--- src/rtl/bre_pkg.sv ---
package bre_pkg;

  // Pin arrangement selected by the strap
  localparam logic MODE_MUX    = 1'b0;
  localparam logic MODE_DIRECT = 1'b1;

  // Widths
  localparam int ADDR_W   = 17;
  localparam int DATA_W   = 8;
  localparam int EE_W     = 32;
  localparam int EE_CNT_W = 6;
  localparam int LED_W    = 4;
  localparam int TEST_W   = 3;

  // First and second address cycle layout on the shared lines
  localparam int C1_OE_BIT   = 0;
  localparam int C1_WE_BIT   = 1;
  localparam int C1_ADDR_LSB = 2;
  localparam int C1_ADDR_MSB = 7;
  localparam int C2_ADDR_LSB = 8;
  localparam int C2_ADDR_MSB = 15;

  // Direct mode address bits with a second use, plus the unshared top bits
  localparam int DIR_SERIAL_PROM_OUT_BIT = 3;
  localparam int DIR_SERIAL_PROM_CLK_BIT = 4;
  localparam int DIR_LED_LSB  = 10;
  localparam int DIR_LED_MSB  = 13;
  localparam int DIR_TEST_LSB = 7;
  localparam int DIR_TEST_MSB = 9;
  localparam int DIR_TOP_LSB  = 14;
  localparam int DIR_TOP_MSB  = 16;

  // Timing
  localparam int CLK_PERIOD_NS = 50;
  localparam int SK_HALF_NS    = 500;
  localparam int ROM_ACCESS_NS = 200;
  localparam int SK_HALF_CYC   = (SK_HALF_NS + CLK_PERIOD_NS - 1) / CLK_PERIOD_NS;
  localparam int ROM_WAIT_CYC  = (ROM_ACCESS_NS + CLK_PERIOD_NS - 1) / CLK_PERIOD_NS;

  typedef struct packed {
    logic              write;
    logic [ADDR_W-1:0] addr;
    logic [DATA_W-1:0] wdata;
  } bre_rom_req_t;

  typedef struct packed {
    logic [EE_CNT_W-1:0] nbits;
    logic [EE_W-1:0]     tx;
  } bre_ee_req_t;

  // Pads 75..101 as seen from the core
  typedef struct packed {
    logic [DATA_W-1:0] bus_i;
    logic              p87_i;
    logic              p91_i;
    logic [TEST_W-1:0] p92_94_i;
  } bre_pad_in_t;

  typedef struct packed {
    logic [DATA_W-1:0] bus_o;
    logic              bus_oe;
    logic              p83;
    logic              p85;
    logic              p86;
    logic              p87_o;
    logic              p87_oe;
    logic              p88;
    logic              p89;
    logic              p90;
    logic              p91_o;
    logic              p91_oe;
    logic [TEST_W-1:0] p92_94_o;
    logic              p92_94_oe;
    logic [LED_W-1:0]  p95_98;
    logic [2:0]        p99_101_o;
    logic              p99_101_oe;
  } bre_pad_out_t;

  typedef enum {ST_IDLE, ST_ADR1, ST_ADR2, ST_DATA, ST_EE} bre_state_t;

endpackage

--- src/rtl/bre_port.sv ---
// Function
// - Strap at reset picks mux or direct
// - Mux cycle one: addr 7-2, enables
// - Mux cycle two: addr 15-8
// - Then data bytes on shared lines
// - Mux mode drives active-low chip select
// - Mux mode: two low address pins
// - Bit1 pin shows test enable outside ROM access; options gated
// - EEPROM read serially from input pin
// - Opcodes, address, data shifted out serially
// - Device generates the serial clock
// - EEPROM select asserted during load
// - Direct mode: eight data inputs, bit0 shared
// - Direct address bits 3,4 carry EEPROM
// - Direct select shared by ROM and EEPROM
// - Direct upper address doubles as indicators
// - Mux mode leaves top three pins unused
module bre_port (
  // Clock and reset
  input  wire logic                  core_clk,
  input  wire logic                  sys_rst,
  // Boot ROM request
  input  wire logic                  rom_req_valid,
  input  wire bre_pkg::bre_rom_req_t rom_req,
  output logic                       rom_req_ready,
  output logic                       rom_rd_valid,
  output logic [bre_pkg::DATA_W-1:0] rom_rd_data,
  // EEPROM request
  input  wire logic                  ee_req_valid,
  input  wire bre_pkg::bre_ee_req_t  ee_req,
  output logic                       ee_req_ready,
  output logic                       ee_done,
  output logic [bre_pkg::EE_W-1:0]   ee_rx_data,
  // Mode, test and indicators
  input  wire logic                  test_mode_req,
  input  wire logic [bre_pkg::LED_W-1:0] led_n,
  output logic                       direct_mode,
  output logic [bre_pkg::TEST_W-1:0] test_opts,
  // Pads
  input  wire bre_pkg::bre_pad_in_t  pad_i,
  output bre_pkg::bre_pad_out_t      pad_o
);
  import bre_pkg::*;

  bre_state_t          state_q;
  logic                mode_q;
  bre_rom_req_t        req_q;
  logic [7:0]          wait_q;
  logic [7:0]          div_q;
  logic                sk_q;
  logic [EE_CNT_W-1:0] bits_q;
  logic [EE_W-1:0]     tx_q;
  logic                test_en_q;
  logic                rom_busy;
  logic                sk_flip;
  logic                serial_prom_in;
  logic                serial_prom_out;
  logic                serial_prom_clk;
  logic                serial_prom_select;
  logic                rom_chip_select_n;
  logic                shared_memory_select;
  logic [ADDR_W-1:0]   ma;

  localparam logic [7:0] WAIT_LAST = 8'(ROM_WAIT_CYC - 1);
  localparam logic [7:0] DIV_LAST  = 8'(SK_HALF_CYC - 1);
  localparam logic [EE_CNT_W-1:0] BITS_ONE = EE_CNT_W'(1);

  assign rom_busy      = (state_q == ST_ADR1) || (state_q == ST_ADR2) || (state_q == ST_DATA);
  assign rom_req_ready = (state_q == ST_IDLE);
  assign ee_req_ready  = (state_q == ST_IDLE) && !rom_req_valid;
  assign direct_mode   = mode_q;
  assign sk_flip       = (state_q == ST_EE) && (div_q == DIV_LAST);

  //////////////////////////////////////////////////////////////////////////////
  // Strap capture
  // strap sampled
  // Sampled on every edge while reset is held, so the value at release sticks
  // mode held
  always_ff @(posedge core_clk) begin
    if (sys_rst) begin
      mode_q <= pad_i.p91_i;
    end
  end

  //////////////////////////////////////////////////////////////////////////////
  // Test mode enable and option gating
  // test gating
  always_ff @(posedge core_clk) begin
    if (sys_rst) begin
      test_en_q <= 1'b0;
      test_opts <= '0;
    end else begin
      test_en_q <= test_mode_req && (mode_q == MODE_MUX);
      test_opts <= (test_en_q && mode_q == MODE_MUX) ? pad_i.p92_94_i : '0;
    end
  end

  //////////////////////////////////////////////////////////////////////////////
  // Access sequencer
  always_ff @(posedge core_clk) begin
    if (sys_rst) begin
      state_q <= ST_IDLE;
      req_q   <= '0;
      wait_q  <= '0;
    end else begin
      unique case (state_q)
        ST_IDLE: begin
          wait_q <= '0;
          if (rom_req_valid) begin
            req_q   <= rom_req;
            state_q <= (mode_q == MODE_MUX) ? ST_ADR1 : ST_DATA;
          end else if (ee_req_valid) begin
            state_q <= ST_EE;
          end
        end
        ST_ADR1: state_q <= ST_ADR2;
        ST_ADR2: state_q <= ST_DATA;
        ST_DATA: begin
          wait_q <= wait_q + 8'h01;
          if (wait_q == WAIT_LAST) begin
            state_q <= ST_IDLE;
          end
        end
        ST_EE: begin
          if (sk_flip && sk_q && bits_q == BITS_ONE) begin
            state_q <= ST_IDLE;
          end
        end
      endcase
    end
  end

  //////////////////////////////////////////////////////////////////////////////
  // ROM read capture at the end of the data phase
  // direct data inputs
  always_ff @(posedge core_clk) begin
    if (sys_rst) begin
      rom_rd_valid <= 1'b0;
      rom_rd_data  <= '0;
    end else begin
      rom_rd_valid <= 1'b0;
      if (state_q == ST_DATA && wait_q == WAIT_LAST && !req_q.write) begin
        rom_rd_valid <= 1'b1;
        rom_rd_data  <= pad_i.bus_i;
      end
    end
  end

  //////////////////////////////////////////////////////////////////////////////
  // EEPROM serial engine
  // clock divider
  always_ff @(posedge core_clk) begin
    if (sys_rst || state_q != ST_EE) begin
      div_q <= '0;
      sk_q  <= 1'b0;
    end else if (sk_flip) begin
      div_q <= '0;
      sk_q  <= !sk_q;
    end else begin
      div_q <= div_q + 8'h01;
    end
  end

  // Shift out MSB first, sample on the rising clock edge
  always_ff @(posedge core_clk) begin
    if (sys_rst) begin
      bits_q     <= '0;
      tx_q       <= '0;
      ee_rx_data <= '0;
      ee_done    <= 1'b0;
    end else begin
      ee_done <= 1'b0;
      if (state_q == ST_IDLE && !rom_req_valid && ee_req_valid) begin
        bits_q     <= ee_req.nbits;
        tx_q       <= ee_req.tx;
        ee_rx_data <= '0;
      end else if (sk_flip && !sk_q) begin
        ee_rx_data <= {ee_rx_data[EE_W-2:0], serial_prom_in};
      end else if (sk_flip && sk_q) begin
        tx_q   <= {tx_q[EE_W-2:0], 1'b0};
        bits_q <= bits_q - BITS_ONE;
        ee_done <= (bits_q == BITS_ONE);
      end
    end
  end

  assign serial_prom_select = (state_q == ST_EE);
  assign serial_prom_out    = serial_prom_select ? tx_q[EE_W-1] : 1'b0;
  assign serial_prom_clk    = sk_q;
  assign serial_prom_in     = (mode_q == MODE_DIRECT) ? pad_i.bus_i[0] : pad_i.p87_i;

  //////////////////////////////////////////////////////////////////////////////
  // Pad multiplexing
  // mux chip select
  assign rom_chip_select_n = !rom_busy;
  assign shared_memory_select = (state_q != ST_IDLE);

  // Direct address vector with shared bits folded in
  always_comb begin
    ma = req_q.addr;
    if (serial_prom_select) begin
      ma[DIR_SERIAL_PROM_OUT_BIT] = serial_prom_out;
      ma[DIR_SERIAL_PROM_CLK_BIT] = serial_prom_clk;
    end
    if (!rom_busy) begin
      ma[DIR_LED_MSB:DIR_LED_LSB] = led_n;
    end
  end

  always_comb begin
    pad_o = '0;
    if (mode_q == MODE_MUX) begin
      if (state_q == ST_ADR1) begin
        pad_o.bus_o[C1_ADDR_MSB:C1_ADDR_LSB] = req_q.addr[C1_ADDR_MSB:C1_ADDR_LSB];
        pad_o.bus_o[C1_OE_BIT] = !req_q.write;
        pad_o.bus_o[C1_WE_BIT] = req_q.write;
      end else if (state_q == ST_ADR2) begin
        pad_o.bus_o = req_q.addr[C2_ADDR_MSB:C2_ADDR_LSB];
      end else if (state_q == ST_DATA) begin
        pad_o.bus_o = req_q.wdata;
      end
      pad_o.bus_oe = (state_q == ST_ADR1) || (state_q == ST_ADR2) ||
                     (state_q == ST_DATA && req_q.write);
      pad_o.p83    = rom_chip_select_n;
      pad_o.p85    = req_q.addr[0];
      pad_o.p86    = rom_busy ? req_q.addr[1] : test_en_q;
      pad_o.p88    = serial_prom_out;
      pad_o.p89    = serial_prom_clk;
      pad_o.p90    = serial_prom_select;
      pad_o.p95_98 = led_n;
      pad_o.p99_101_oe = 1'b0;
    end else begin
      pad_o.p83        = shared_memory_select;
      pad_o.p85        = ma[0];
      pad_o.p86        = ma[1];
      pad_o.p87_o      = ma[2];
      pad_o.p87_oe     = 1'b1;
      pad_o.p88        = ma[DIR_SERIAL_PROM_OUT_BIT];
      pad_o.p89        = ma[DIR_SERIAL_PROM_CLK_BIT];
      pad_o.p90        = ma[5];
      pad_o.p91_o      = ma[6];
      pad_o.p91_oe     = !sys_rst;
      pad_o.p92_94_o   = ma[DIR_TEST_MSB:DIR_TEST_LSB];
      pad_o.p92_94_oe  = 1'b1;
      pad_o.p95_98     = ma[DIR_LED_MSB:DIR_LED_LSB];
      pad_o.p99_101_o  = ma[DIR_TOP_MSB:DIR_TOP_LSB];
      pad_o.p99_101_oe = 1'b1;
    end
  end
endmodule // bre_port

--- config.mk ---
export PLATFORM = sky130hd
export DESIGN_NAME = bre_port
export DESIGN_NICKNAME = d
export VERILOG_FILES = /design/src/rtl/bre_pkg.sv /design/src/rtl/bre_port.sv
export SDC_FILE = /design/constraint.sdc
export NUM_CORES = 1
export LEC_CHECK = 0
export BUFFER_PORTS_ARGS = -buffer_cell sky130_fd_sc_hd__buf_2
export CAP_MARGIN = 15
export CORE_ASPECT_RATIO = 0.8
export CORE_MARGIN = 2
export CORE_UTILIZATION = 40
export DETAILED_ROUTE_END_ITERATION = 8
export GPL_TIMING_DRIVEN = 0
export PLACE_DENSITY_LB_ADDON = 0.3
export SETUP_SLACK_MARGIN = 0.1
export SYNTH_ARGS = -nofsm -noshare
export SYNTH_HDL_FRONTEND = slang
export SYNTH_SLANG_ARGS = --single-unit
--- constraint.sdc ---
create_clock -name core_clk -period 3.7 [get_ports core_clk]
set_clock_uncertainty 0.15 [all_clocks]
set_input_delay 0.74 -clock core_clk [delete_from_list [all_inputs] [get_ports core_clk]]
set_output_delay 0.74 -clock core_clk [all_outputs]
set_load 0.05 [all_outputs]
==> flow_summary_export.csv, run 1 <==
group,metric,value,unit
outcome,status,"complete, no violations",
floorplan,ios,165,
sta,hold_viol,0,
min_path,hold_path_class,"flip-flop to flip-flop",
min_path,whs_path_depth,2,
logic_synthesis,ys_ff_latch,131,
logic_synthesis,synth_warnings,0,
layout,n_antenna_cell,0,
route,first_pass_iters,7,
floorplan,core,13700,um^2
layout,final.fill_count,1318,
worst_setup_path,rr_worst_depth,7,
grt,grt_overflow,0,
logic_synthesis,synth_ff_type,"dfxtp_1",
route,vias,5026,
sta,fmax,0.316,GHz
worst_setup_path,slowest_delay,0.46,ns
layout,layout_commonest_cell,"buf_2",
place,hpwl,10500,um
worst_setup_path,crit_end,"pad_o[7]",
worst_setup_path,reg2reg_to,"tx_q[4]",
worst_setup_path,cpMaxStageDelayCell,"nor2_1",
layout,multiInputGateArea,2740,um^2
clock_tree,cts.reportedPaths.clkPinSlew,0.06,ns
worst_setup_path,path_buf_inv,2,
sta,tns,0,ns
place,placed_cells,978,
grt,grt_pass1_wl,22300,um
sta,rsz0062_at_grt,"false",
layout,layout.nets,908,
route,drt-initial-drc-count,267,
worst_setup_path,cp-end-kind,"output port",
layout,synthToLayoutAreaGrowth,29.1,%
layout,seqCellArea,2630,um^2
logic_synthesis,syn_avg_cell_area,8.92,um^2
floorplan,rows,38,
worst_setup_path,worstSetupPathType,"flip-flop to output port",
pwr,power.density,505,nW/um^2
sta,period_share,85.6,%
worst_setup_path,critPathMaxFanout,10,
worst_setup_path,worst-endpoint-arrival,2.28,ns
worst_setup_path,cp.depth,6,
logic_synthesis,synth_edf_count,1,
clock_tree,postCtsHoldBufs,0,
route,routedWlPerCell,14.2,um
grt,track_usage,18.8,%
grt,grt_max_degree,17,
worst_setup_path,crit_family,"simple AND/OR/NAND/NOR gates",
logic_synthesis,ys_async_sr_fraction,0,%
route,drc_errors,0,
floorplan,die_w,137,um
sta,setup_viol,0,
pwr,power_leakage,3.30,nW
grt,antenna_found_initial,0,
floorplan,die_area,15100,um^2
place,routabilityCongestion,0.837,
worst_setup_path,cp_data_required_time,2.81,ns
logic_synthesis,synthDistinctLibCells,54,
layout,final_cell_mix,"buf_2, nand2_1, dfxtp_1",
clock_tree,cts_resized,0,
sta,final.min_clock_period,3.17,ns
worst_setup_path,worstSetupStartpoint,"state_q[1]",
clock_tree,clock_path_buffers,2,
logic_synthesis,synthesis.nets,725,
clock_tree,clock_sinks,131,
sta,slew_headroom,61.3,%
layout,layout-drive-gt1-share,31.4,%
clock_tree,cts_max_level,4,
sta,drv_slew,0,
logic_synthesis,seq_area_frac_synth,46.5,%
clock_tree,clock_latency,0.42,ns
route,vias_per_cell,4.98,
job,drv_cap,0,
layout,post_layout_nonfiller_instances,1010,
worst_setup_path,crit_path_start_kind,"flip-flop",
logic_synthesis,syn_inst,634,
worst_setup_path,timing.rr.start,"state_q[2]",
route,wirelength,14300,um
floorplan,die_h,110,um
grt,grt_pass1_vias,4541,
sta,worstMarginPinSlew,0.578,ns
pwr,vdd_drop_max,0.000303,V
worst_setup_path,reg2reg_slack,1.41,ns
logic_synthesis,netlist_area,5660,um^2
clock_tree,numCtsBuffers,17,
floorplan,start_util,41.3,%
clock_tree,cts_tree,"built",
route,ant_nets,0,
clock_tree,cts_root_buf,"clkbuf_16",
place,io_buffer_count,164,
clock_tree,cts_setup_buffers,0,
worst_setup_path,cp_cell_sequence,"buf_2, nor2_1, nor2_1, nand2_1, mux2_2, buf_2",
worst min-delay path by stage:
| stage | from | endpoint |
|---|---|---|
| 2_1_floorplan | ma[16] | ma[16] |
| 3_3_place_gp | ma[1] | ma[1] |
| 3_5_place_dp | ee_rx_data[31] | ee_rx_data[31] |
| 4_1_cts | req_q[1] | req_q[1] |
| 5_1_grt | req_q[1] | req_q[1] |
| 6_report | ma[0] | ma[0] |
per-stage QoR:
step	util (%)	hold slack (ns)	area, um^2	setup WS [ns]	power [mW]
2_1_floorplan	-	0.282	5660	0.0822	1.87
3_3_place_gp	49.0	0.293	6700	1.02	2.02
3_5_place_dp	49.0	0.298	6700	0.980	2.02
4_1_cts	53.3	0.308	7300	0.532	3.72
5_1_grt	53.3	0.339	7300	0.324	3.83
6_report	53.3	0.306	7300	0.532	3.69
cell type report:
cell class | instances | share of cell area [%]
well taps | 180 | 3.08
clock buffers | 17 | 5.82
inverters | 7 | 0.360
plain buffers | 48 | 3.60
flip-flops and latches | 131 | 36.0
clock inverters | 15 | 2.40
multi-input cells | 448 | 37.5
repair buffers | 164 | 11.2
per-layer routing:
metal,part of all wire (%),GRT usage (%),vias up,routed length (um)
met2,44,28.5,126,6260
met5,0,0,-,0
met4,1.5,6.70,0,214
li1,-,-,2568,-
met3,5.6,4.62,16,797
met1,49,26.1,2316,7040
Yosys cell counts, drive strengths merged (2+ instances only):
cell type,instances,area share (%)
a211oi,2,0.27
nand4,4,0.44
xnor2,7,1.1
mux2,8,1.6
or2,2,0.22
o2bb2ai,36,5.6
dfxtp,130,46
nand2,132,8.8
nand3,8,0.71
ha,5,1.1
o21ai,6,0.53
inv,7,0.46
nand2b,2,0.22
nor3,5,0.44
clkbuf,21,1.5
xor2,5,0.77
or3,5,0.55
or3b,2,0.31
and3b,2,0.31
nor2,50,3.4
nor4,17,2.3
or4,2,0.27
a21oi,71,7.7
a31oi,2,0.22
and3,7,0.77
nand3b,3,0.40
buf,27,3.2
mux2i,40,7.1
and2,11,1.2
report_power, final:
| group | internal [mW] | switching [mW] |
|---|---|---|
| Sequential | 1.46 | 0.0360 |
| Clock | 1.01 | 0.683 |
| Combinational | 0.158 | 0.332 |
| Total | 2.63 | 1.05 |
sequential cells by signal, indices dropped and copies added (netlist names), 3 cells and up:
signal       count
ee_rx_data      32
tx_q            32
req_q           15
ma              11
div_q            8
rom_rd_data      8
wait_q           8
bits_q           6
state_q          3
test_opts        3
cell families (layout without fill, tap and decap cells):
logic type	Yosys count	count (layout)	synth area share (%)
flip-flops	131	131	46.5
XOR/XNOR	12	12	1.86
AND/OR/NAND/NOR	257	257	21.0
adder cells (fa/ha/maj)	5	5	1.11
buffers and inverters	55	251	5.11
AO/OA/AOI/OAI	126	126	15.7
multiplexers	48	48	8.67
worst reg2reg max path: cells and delay by family (launching register included):
family	cells	cell delay (ns)
buf+inv	3	0.69
simple gates	2	0.60
flops	1	0.41
mux	1	0.22
compound gates	1	0.08
(Power assumes the default switching activity.)
==> run 2: changes to the inputs <==
- BUFFER_PORTS_ARGS: -buffer_cell sky130_fd_sc_hd__buf_2 -> not set
- DONT_BUFFER_PORTS: not set -> 1
- clock period: 3.7 -> 3.4 ns (I/O delays scaled with it)
==> run 2 against run 1 <==
Effect of this change:
- count of clock-buffer cells in the layout is 5 higher
- sequential power rose by 9%
- final cell count is 17% lower
- critical path depth shrank 2
- utilization fell by 5.5 points
- global-route usage decreased by 0.88 points
- flip-flop and latch count did not move
- power increased by 2.7%
- routed wire length down 3.7%
- via count shrank 9.9%
- first-iteration DRC count down 1.1%
- final area fell by 10%
- critical path type unchanged
- largest power group unchanged
==> flow_summary_export.csv, run 2 (same netlist as run 1, synthesis figures left out) <==
group,metric,value,unit
clock_tree,clock_sinks,131,
grt,grt.met3_usage,6.08,%
route,drt-initial-drc-count,264,
pwr,switching_share,27.0,%
clock_tree,postCtsHoldBufs,0,
route,vias_per_cell,5.38,
worst_setup_path,cp_data_required_time,2.57,ns
layout,final.fill_count,1293,
floorplan,ios,165,
route,wirelength,13800,um
sta,rsz0062_at_grt,"true",
pwr,seqPwrFrac,43.4,%
route,vias,4529,
worst_setup_path,critPathMaxFanout,10,
sta,worstMarginPinSlew,0.888,ns
grt,grt_overflow,0,
place,routabilityCongestion,0.851,
layout,multiInputGateArea,2870,um^2
pwr,power_leakage,2.55,nW
grt,grt_max_degree,17,
grt,grt_pass1_vias,4201,
route,ant_nets,0,
outcome,status,"complete, no violations",
min_path,hold_path_class,"input pin to flip-flop",
grt,track_usage,18.0,%
grt,grt_busiest_layer,"met2",
floorplan,die_w,137,um
sta,period_share,94.2,%
place,io_buffer_count,0,
pwr,switchingPower,1.02,mW
layout,finalInstanceArea,6550,um^2
pwr,power_frac_comb,12.7,%
clock_tree,clock_path_buffers,2,
layout,reg_top3,"ee_rx_data (32), tx_q (32), req_q (15)",
grt,grt_pass1_wl,21000,um
grt,use_met1,22.3,%
grt,grtUsageMet2,28.2,%
floorplan,die_h,110,um
clock_tree,clock_latency,0.41,ns
clock_tree,cts_max_level,4,
worst_setup_path,cp-end-kind,"output port",
place,dp_slack,0.0968,ns
clock_tree,cts_root_buf,"clkbuf_16",
pwr,total_power,3.78,mW
sta,final.min_clock_period,3.20,ns
sta,fin_ws,0.196,ns
clock_tree,cts_tree,"built",
sta,setup_viol,0,
worst_setup_path,worst-endpoint-arrival,2.37,ns
floorplan,die_area,15100,um^2
sta,timing.hold.ws,0.208,ns
place,place_area,5950,um^2
route,routedWlPerCell,16.4,um
floorplan,core,13700,um^2
layout,layout_commonest_cell,"nand2_1",
sta,fmax,0.312,GHz
place,hpwl,10400,um
worst_setup_path,worstSetupPathType,"flip-flop to output port",
layout,layout-drive-gt1-share,16.2,%
worst_setup_path,crit_path_start_kind,"flip-flop",
clock_tree,cts.reportedPaths.clkPinSlew,0.05,ns
floorplan,rows,38,
layout,fin_util,47.8,%
pwr,power.density,578,nW/um^2
layout,final_cell_mix,"nand2_1, dfxtp_1, a21oi_1",
sta,slew_headroom,40.4,%
layout,seqCellArea,2630,um^2
job,drv_cap,0,
route,first_pass_iters,4,
clock_tree,numCtsBuffers,17,
layout,synthToLayoutAreaGrowth,15.7,%
sta,hold_viol,0,
route,drc_errors,0,
sta,drv_slew,0,
pwr,clkPwrFrac,43.9,%
layout,layout.nets,743,
floorplan,start_util,41.3,%
grt,antenna_found_initial,0,
pwr,p_int,2.76,mW
pwr,vdd_drop_max,0.000381,V
## run 2: power by group through the flow
| stage | clock network [mW] | logic (mW) | registers [mW] |
|---|---|---|---|
| floorplan | 0 | 0.374 | 1.66 |
| global placement | 0 | 0.438 | 1.67 |
| detailed placement | 0 | 0.461 | 1.67 |
| CTS | 1.70 | 0.482 | 1.64 |
| global route | 1.76 | 0.519 | 1.65 |
| finish | 1.66 | 0.481 | 1.64 |
## run 2: what timing repair did
action                                  in CTS  in global routing
setup buffers                                0                  0
pin swaps                                    6                  4
endpoints found under the setup margin      18                 15
gates resized for setup                     10                  5
## run 2: worst max-delay path, stage by stage (launching register included)
cell and delay [ns]:
dfxtp_1 0.42, buf_2 0.23, buf_1 0.38, a21oi_1 0.19, nor4_4 0.74
## run 2: metal layers
| layer | part of all wire (%) | routed length, um | vias to the layer above |
|---|---|---|---|
| met5 | 0 | 0 | - |
| met4 | 2.6 | 365 | 0 |
| met3 | 6.1 | 835 | 24 |
| met2 | 46 | 6330 | 122 |
| met1 | 45 | 6250 | 2149 |
| li1 | - | - | 2234 |
## run 2: worst paths after layout
path / startpoint / to / slack (ns) / cells past startpoint
setup / recovery: state_q[1] / pad_o[28] / 0.20 / 4
hold / removal: sys_rst / state_q[0] / 0.21 / 1
setup reg to reg: state_q[0] / ee_rx_data[30] / 0.57 / 7
hold reg to reg: req_q[4] / req_q[4] / 0.31 / 2
## run 2: area by class of cell
cell class              instances  share of cell area (%)
repair buffers                  1                   0.115
multi-input cells             448                    43.8
inverters                       7                   0.401
well taps                     180                    3.44
clock inverters                 6                   0.879
diodes                          1                  0.0382
plain buffers                  46                    3.94
clock buffers                  22                    7.24
flip-flops and latches        131                    40.2
## run 2: stage by stage
step	TNS, ns	std cells
final	0	842
after global routing	0	841
after CTS	0	842
after detailed placement	0	815
after global placement	-3.71	814
after floorplan	-1.10	634
==> run 3: changes to the inputs <==
- CORE_UTILIZATION: 40 -> 38
- RECOVER_POWER: not set -> 50
==> run 3 against run 2 <==
Effect of this change:
- register-to-register slack got worse by 0.14 ns
- critical path depth fell by 2
- largest cell class unchanged
- sequential share of layout area fell by 0.33 points
- worst setup slack improved by 0.028 ns
- sequential power barely moved
- critical endpoint is now pad_o[12]
- clock power rose by 11%
- power rose by 4.8%
- first-iteration DRC count rose by 25%
- global-route usage barely moved
- routed wire length rose by 3.2%
- utilization fell by 2.0 points
- combinational power barely moved
==> flow_summary_export.csv, run 3 (same netlist as run 1, synthesis figures left out) <==
group,metric,value,unit
outcome,status,"complete, no violations",
layout,finalInstanceArea,6600,um^2
clock_tree,cts_tree,"built",
floorplan,die_h,113,um
route,vias,4535,
place,dp_slack,0.143,ns
grt,track_usage,17.9,%
sta,rsz0062_at_grt,"false",
clock_tree,numCtsBuffers,17,
sta,fmax,0.315,GHz
worst_setup_path,cp_data_required_time,2.57,ns
grt,grt_max_degree,17,
layout,layout-drive-gt1-share,16.0,%
place,place_area,5950,um^2
floorplan,die_area,15900,um^2
clock_tree,clock_path_buffers,2,
layout,synthToLayoutAreaGrowth,16.7,%
route,routedWlPerCell,16.8,um
floorplan,ios,165,
sta,drv_slew,0,
worst_setup_path,worst-endpoint-arrival,2.35,ns
sta,period_share,93.4,%
job,drv_cap,0,
worst_setup_path,crit_path_start_kind,"flip-flop",
pwr,power.density,601,nW/um^2
place,routabilityCongestion,0.855,
sta,timing.hold.ws,0.210,ns
floorplan,die_w,140,um
worst_setup_path,worstSetupPathType,"flip-flop to output port",
clock_tree,cts_setup_buffers,0,
worst_setup_path,reg2reg_slack,0.43,ns
route,wirelength,14200,um
place,io_buffer_count,0,
clock_tree,cts.reportedPaths.clkPinSlew,0.06,ns
min_path,hold_path_class,"input pin to flip-flop",
layout,post_layout_nonfiller_instances,848,
clock_tree,clock_sinks,131,
floorplan,core,14400,um^2
sta,hold_viol,0,
sta,final.min_clock_period,3.18,ns
route,drt-initial-drc-count,330,
pwr,power_leakage,2.54,nW
layout,layout_commonest_cell,"nand2_1",
clock_tree,cts_max_level,4,
sta,worstMarginPinSlew,0.999,ns
worst_setup_path,critPathMaxFanout,10,
grt,grt_pass1_wl,22500,um
pwr,vdd_drop_max,0.000336,V
place,placed_cells,818,
grt,grt_pass1_vias,4406,
layout,reg_top3,"ee_rx_data (32), tx_q (32), req_q (15)",
route,first_pass_iters,4,
layout,fin_util,45.9,%
route,drc_errors,0,
floorplan,rows,39,
clock_tree,clock_latency,0.41,ns
grt,antenna_found_initial,0,
layout,layout.nets,742,
place,hpwl,10600,um
grt,grt_overflow,0,
sta,setup_viol,0,
sta,fin_ws,0.224,ns
layout,final_cell_mix,"nand2_1, dfxtp_1, a21oi_1, nor2_1, mux2i_1",
sta,slew_headroom,33.2,%
floorplan,start_util,39.3,%
worst_setup_path,cp-end-kind,"output port",
route,vias_per_cell,5.35,
layout,n_antenna_cell,0,
route,ant_nets,0,
clock_tree,cts_root_buf,"clkbuf_16",
## run 3: power breakdown
part | total, mW | internal (mW) | switching, mW
combinational | 0.479 | 0.123 | 0.356
sequential | 1.64 | 1.59 | 0.0458
clock | 1.85 | 1.17 | 0.680
## run 3: path summary, 6_finish.rpt
path	startpoint	end	depth (start not counted)
worst max-delay path	direct_mode	pad_o[12]	2
worst min-delay path	pad_i[3]	direct_mode	0
worst max register to register	state_q[0]	tx_q[12]	6
worst min register to register	ma[0]	ma[0]	2
## run 3: metal layers
layer | GRT usage (%) | up-vias | part of all wire [%]
met5 | 0 | - | 0
met2 | 28.6 | 150 | 48
met3 | 6.26 | 20 | 6.8
met4 | 7.00 | 0 | 1.7
met1 | 22.5 | 2128 | 44
li1 | - | 2237 | -
## run 3: layout make-up
cell class | instances | area [um^2]
fillers | 1393 | 7790
multi-input cells | 448 | 2880
flip-flops and latches | 131 | 2630
clock buffers | 18 | 439
plain buffers | 46 | 235
well taps | 184 | 230
clock inverters | 14 | 163
inverters | 7 | 26.3
## run 3: repair_timing
action,4_1_cts,5_1_grt
hold buffers,0,0
gates resized for setup,12,8
setup endpoints to repair,19,15
pin swaps,7,6
## run 3: through the flow
| step | power, mW | TNS, ns |
|---|---|---|
| 6_report | 3.97 | 0 |
| 5_1_grt | 4.13 | 0 |
| 4_1_cts | 4.01 | 0 |
| 3_5_place_dp | 2.13 | 0 |
| 3_3_place_gp | 2.11 | -2.98 |
| 2_1_floorplan | 2.03 | -1.10 |
## run 3: critical path: stages, from the launching register on
cell and delay (ns):
edfxtp_1 0.73, clkbuf_2 0.37, nor2b_1 0.83
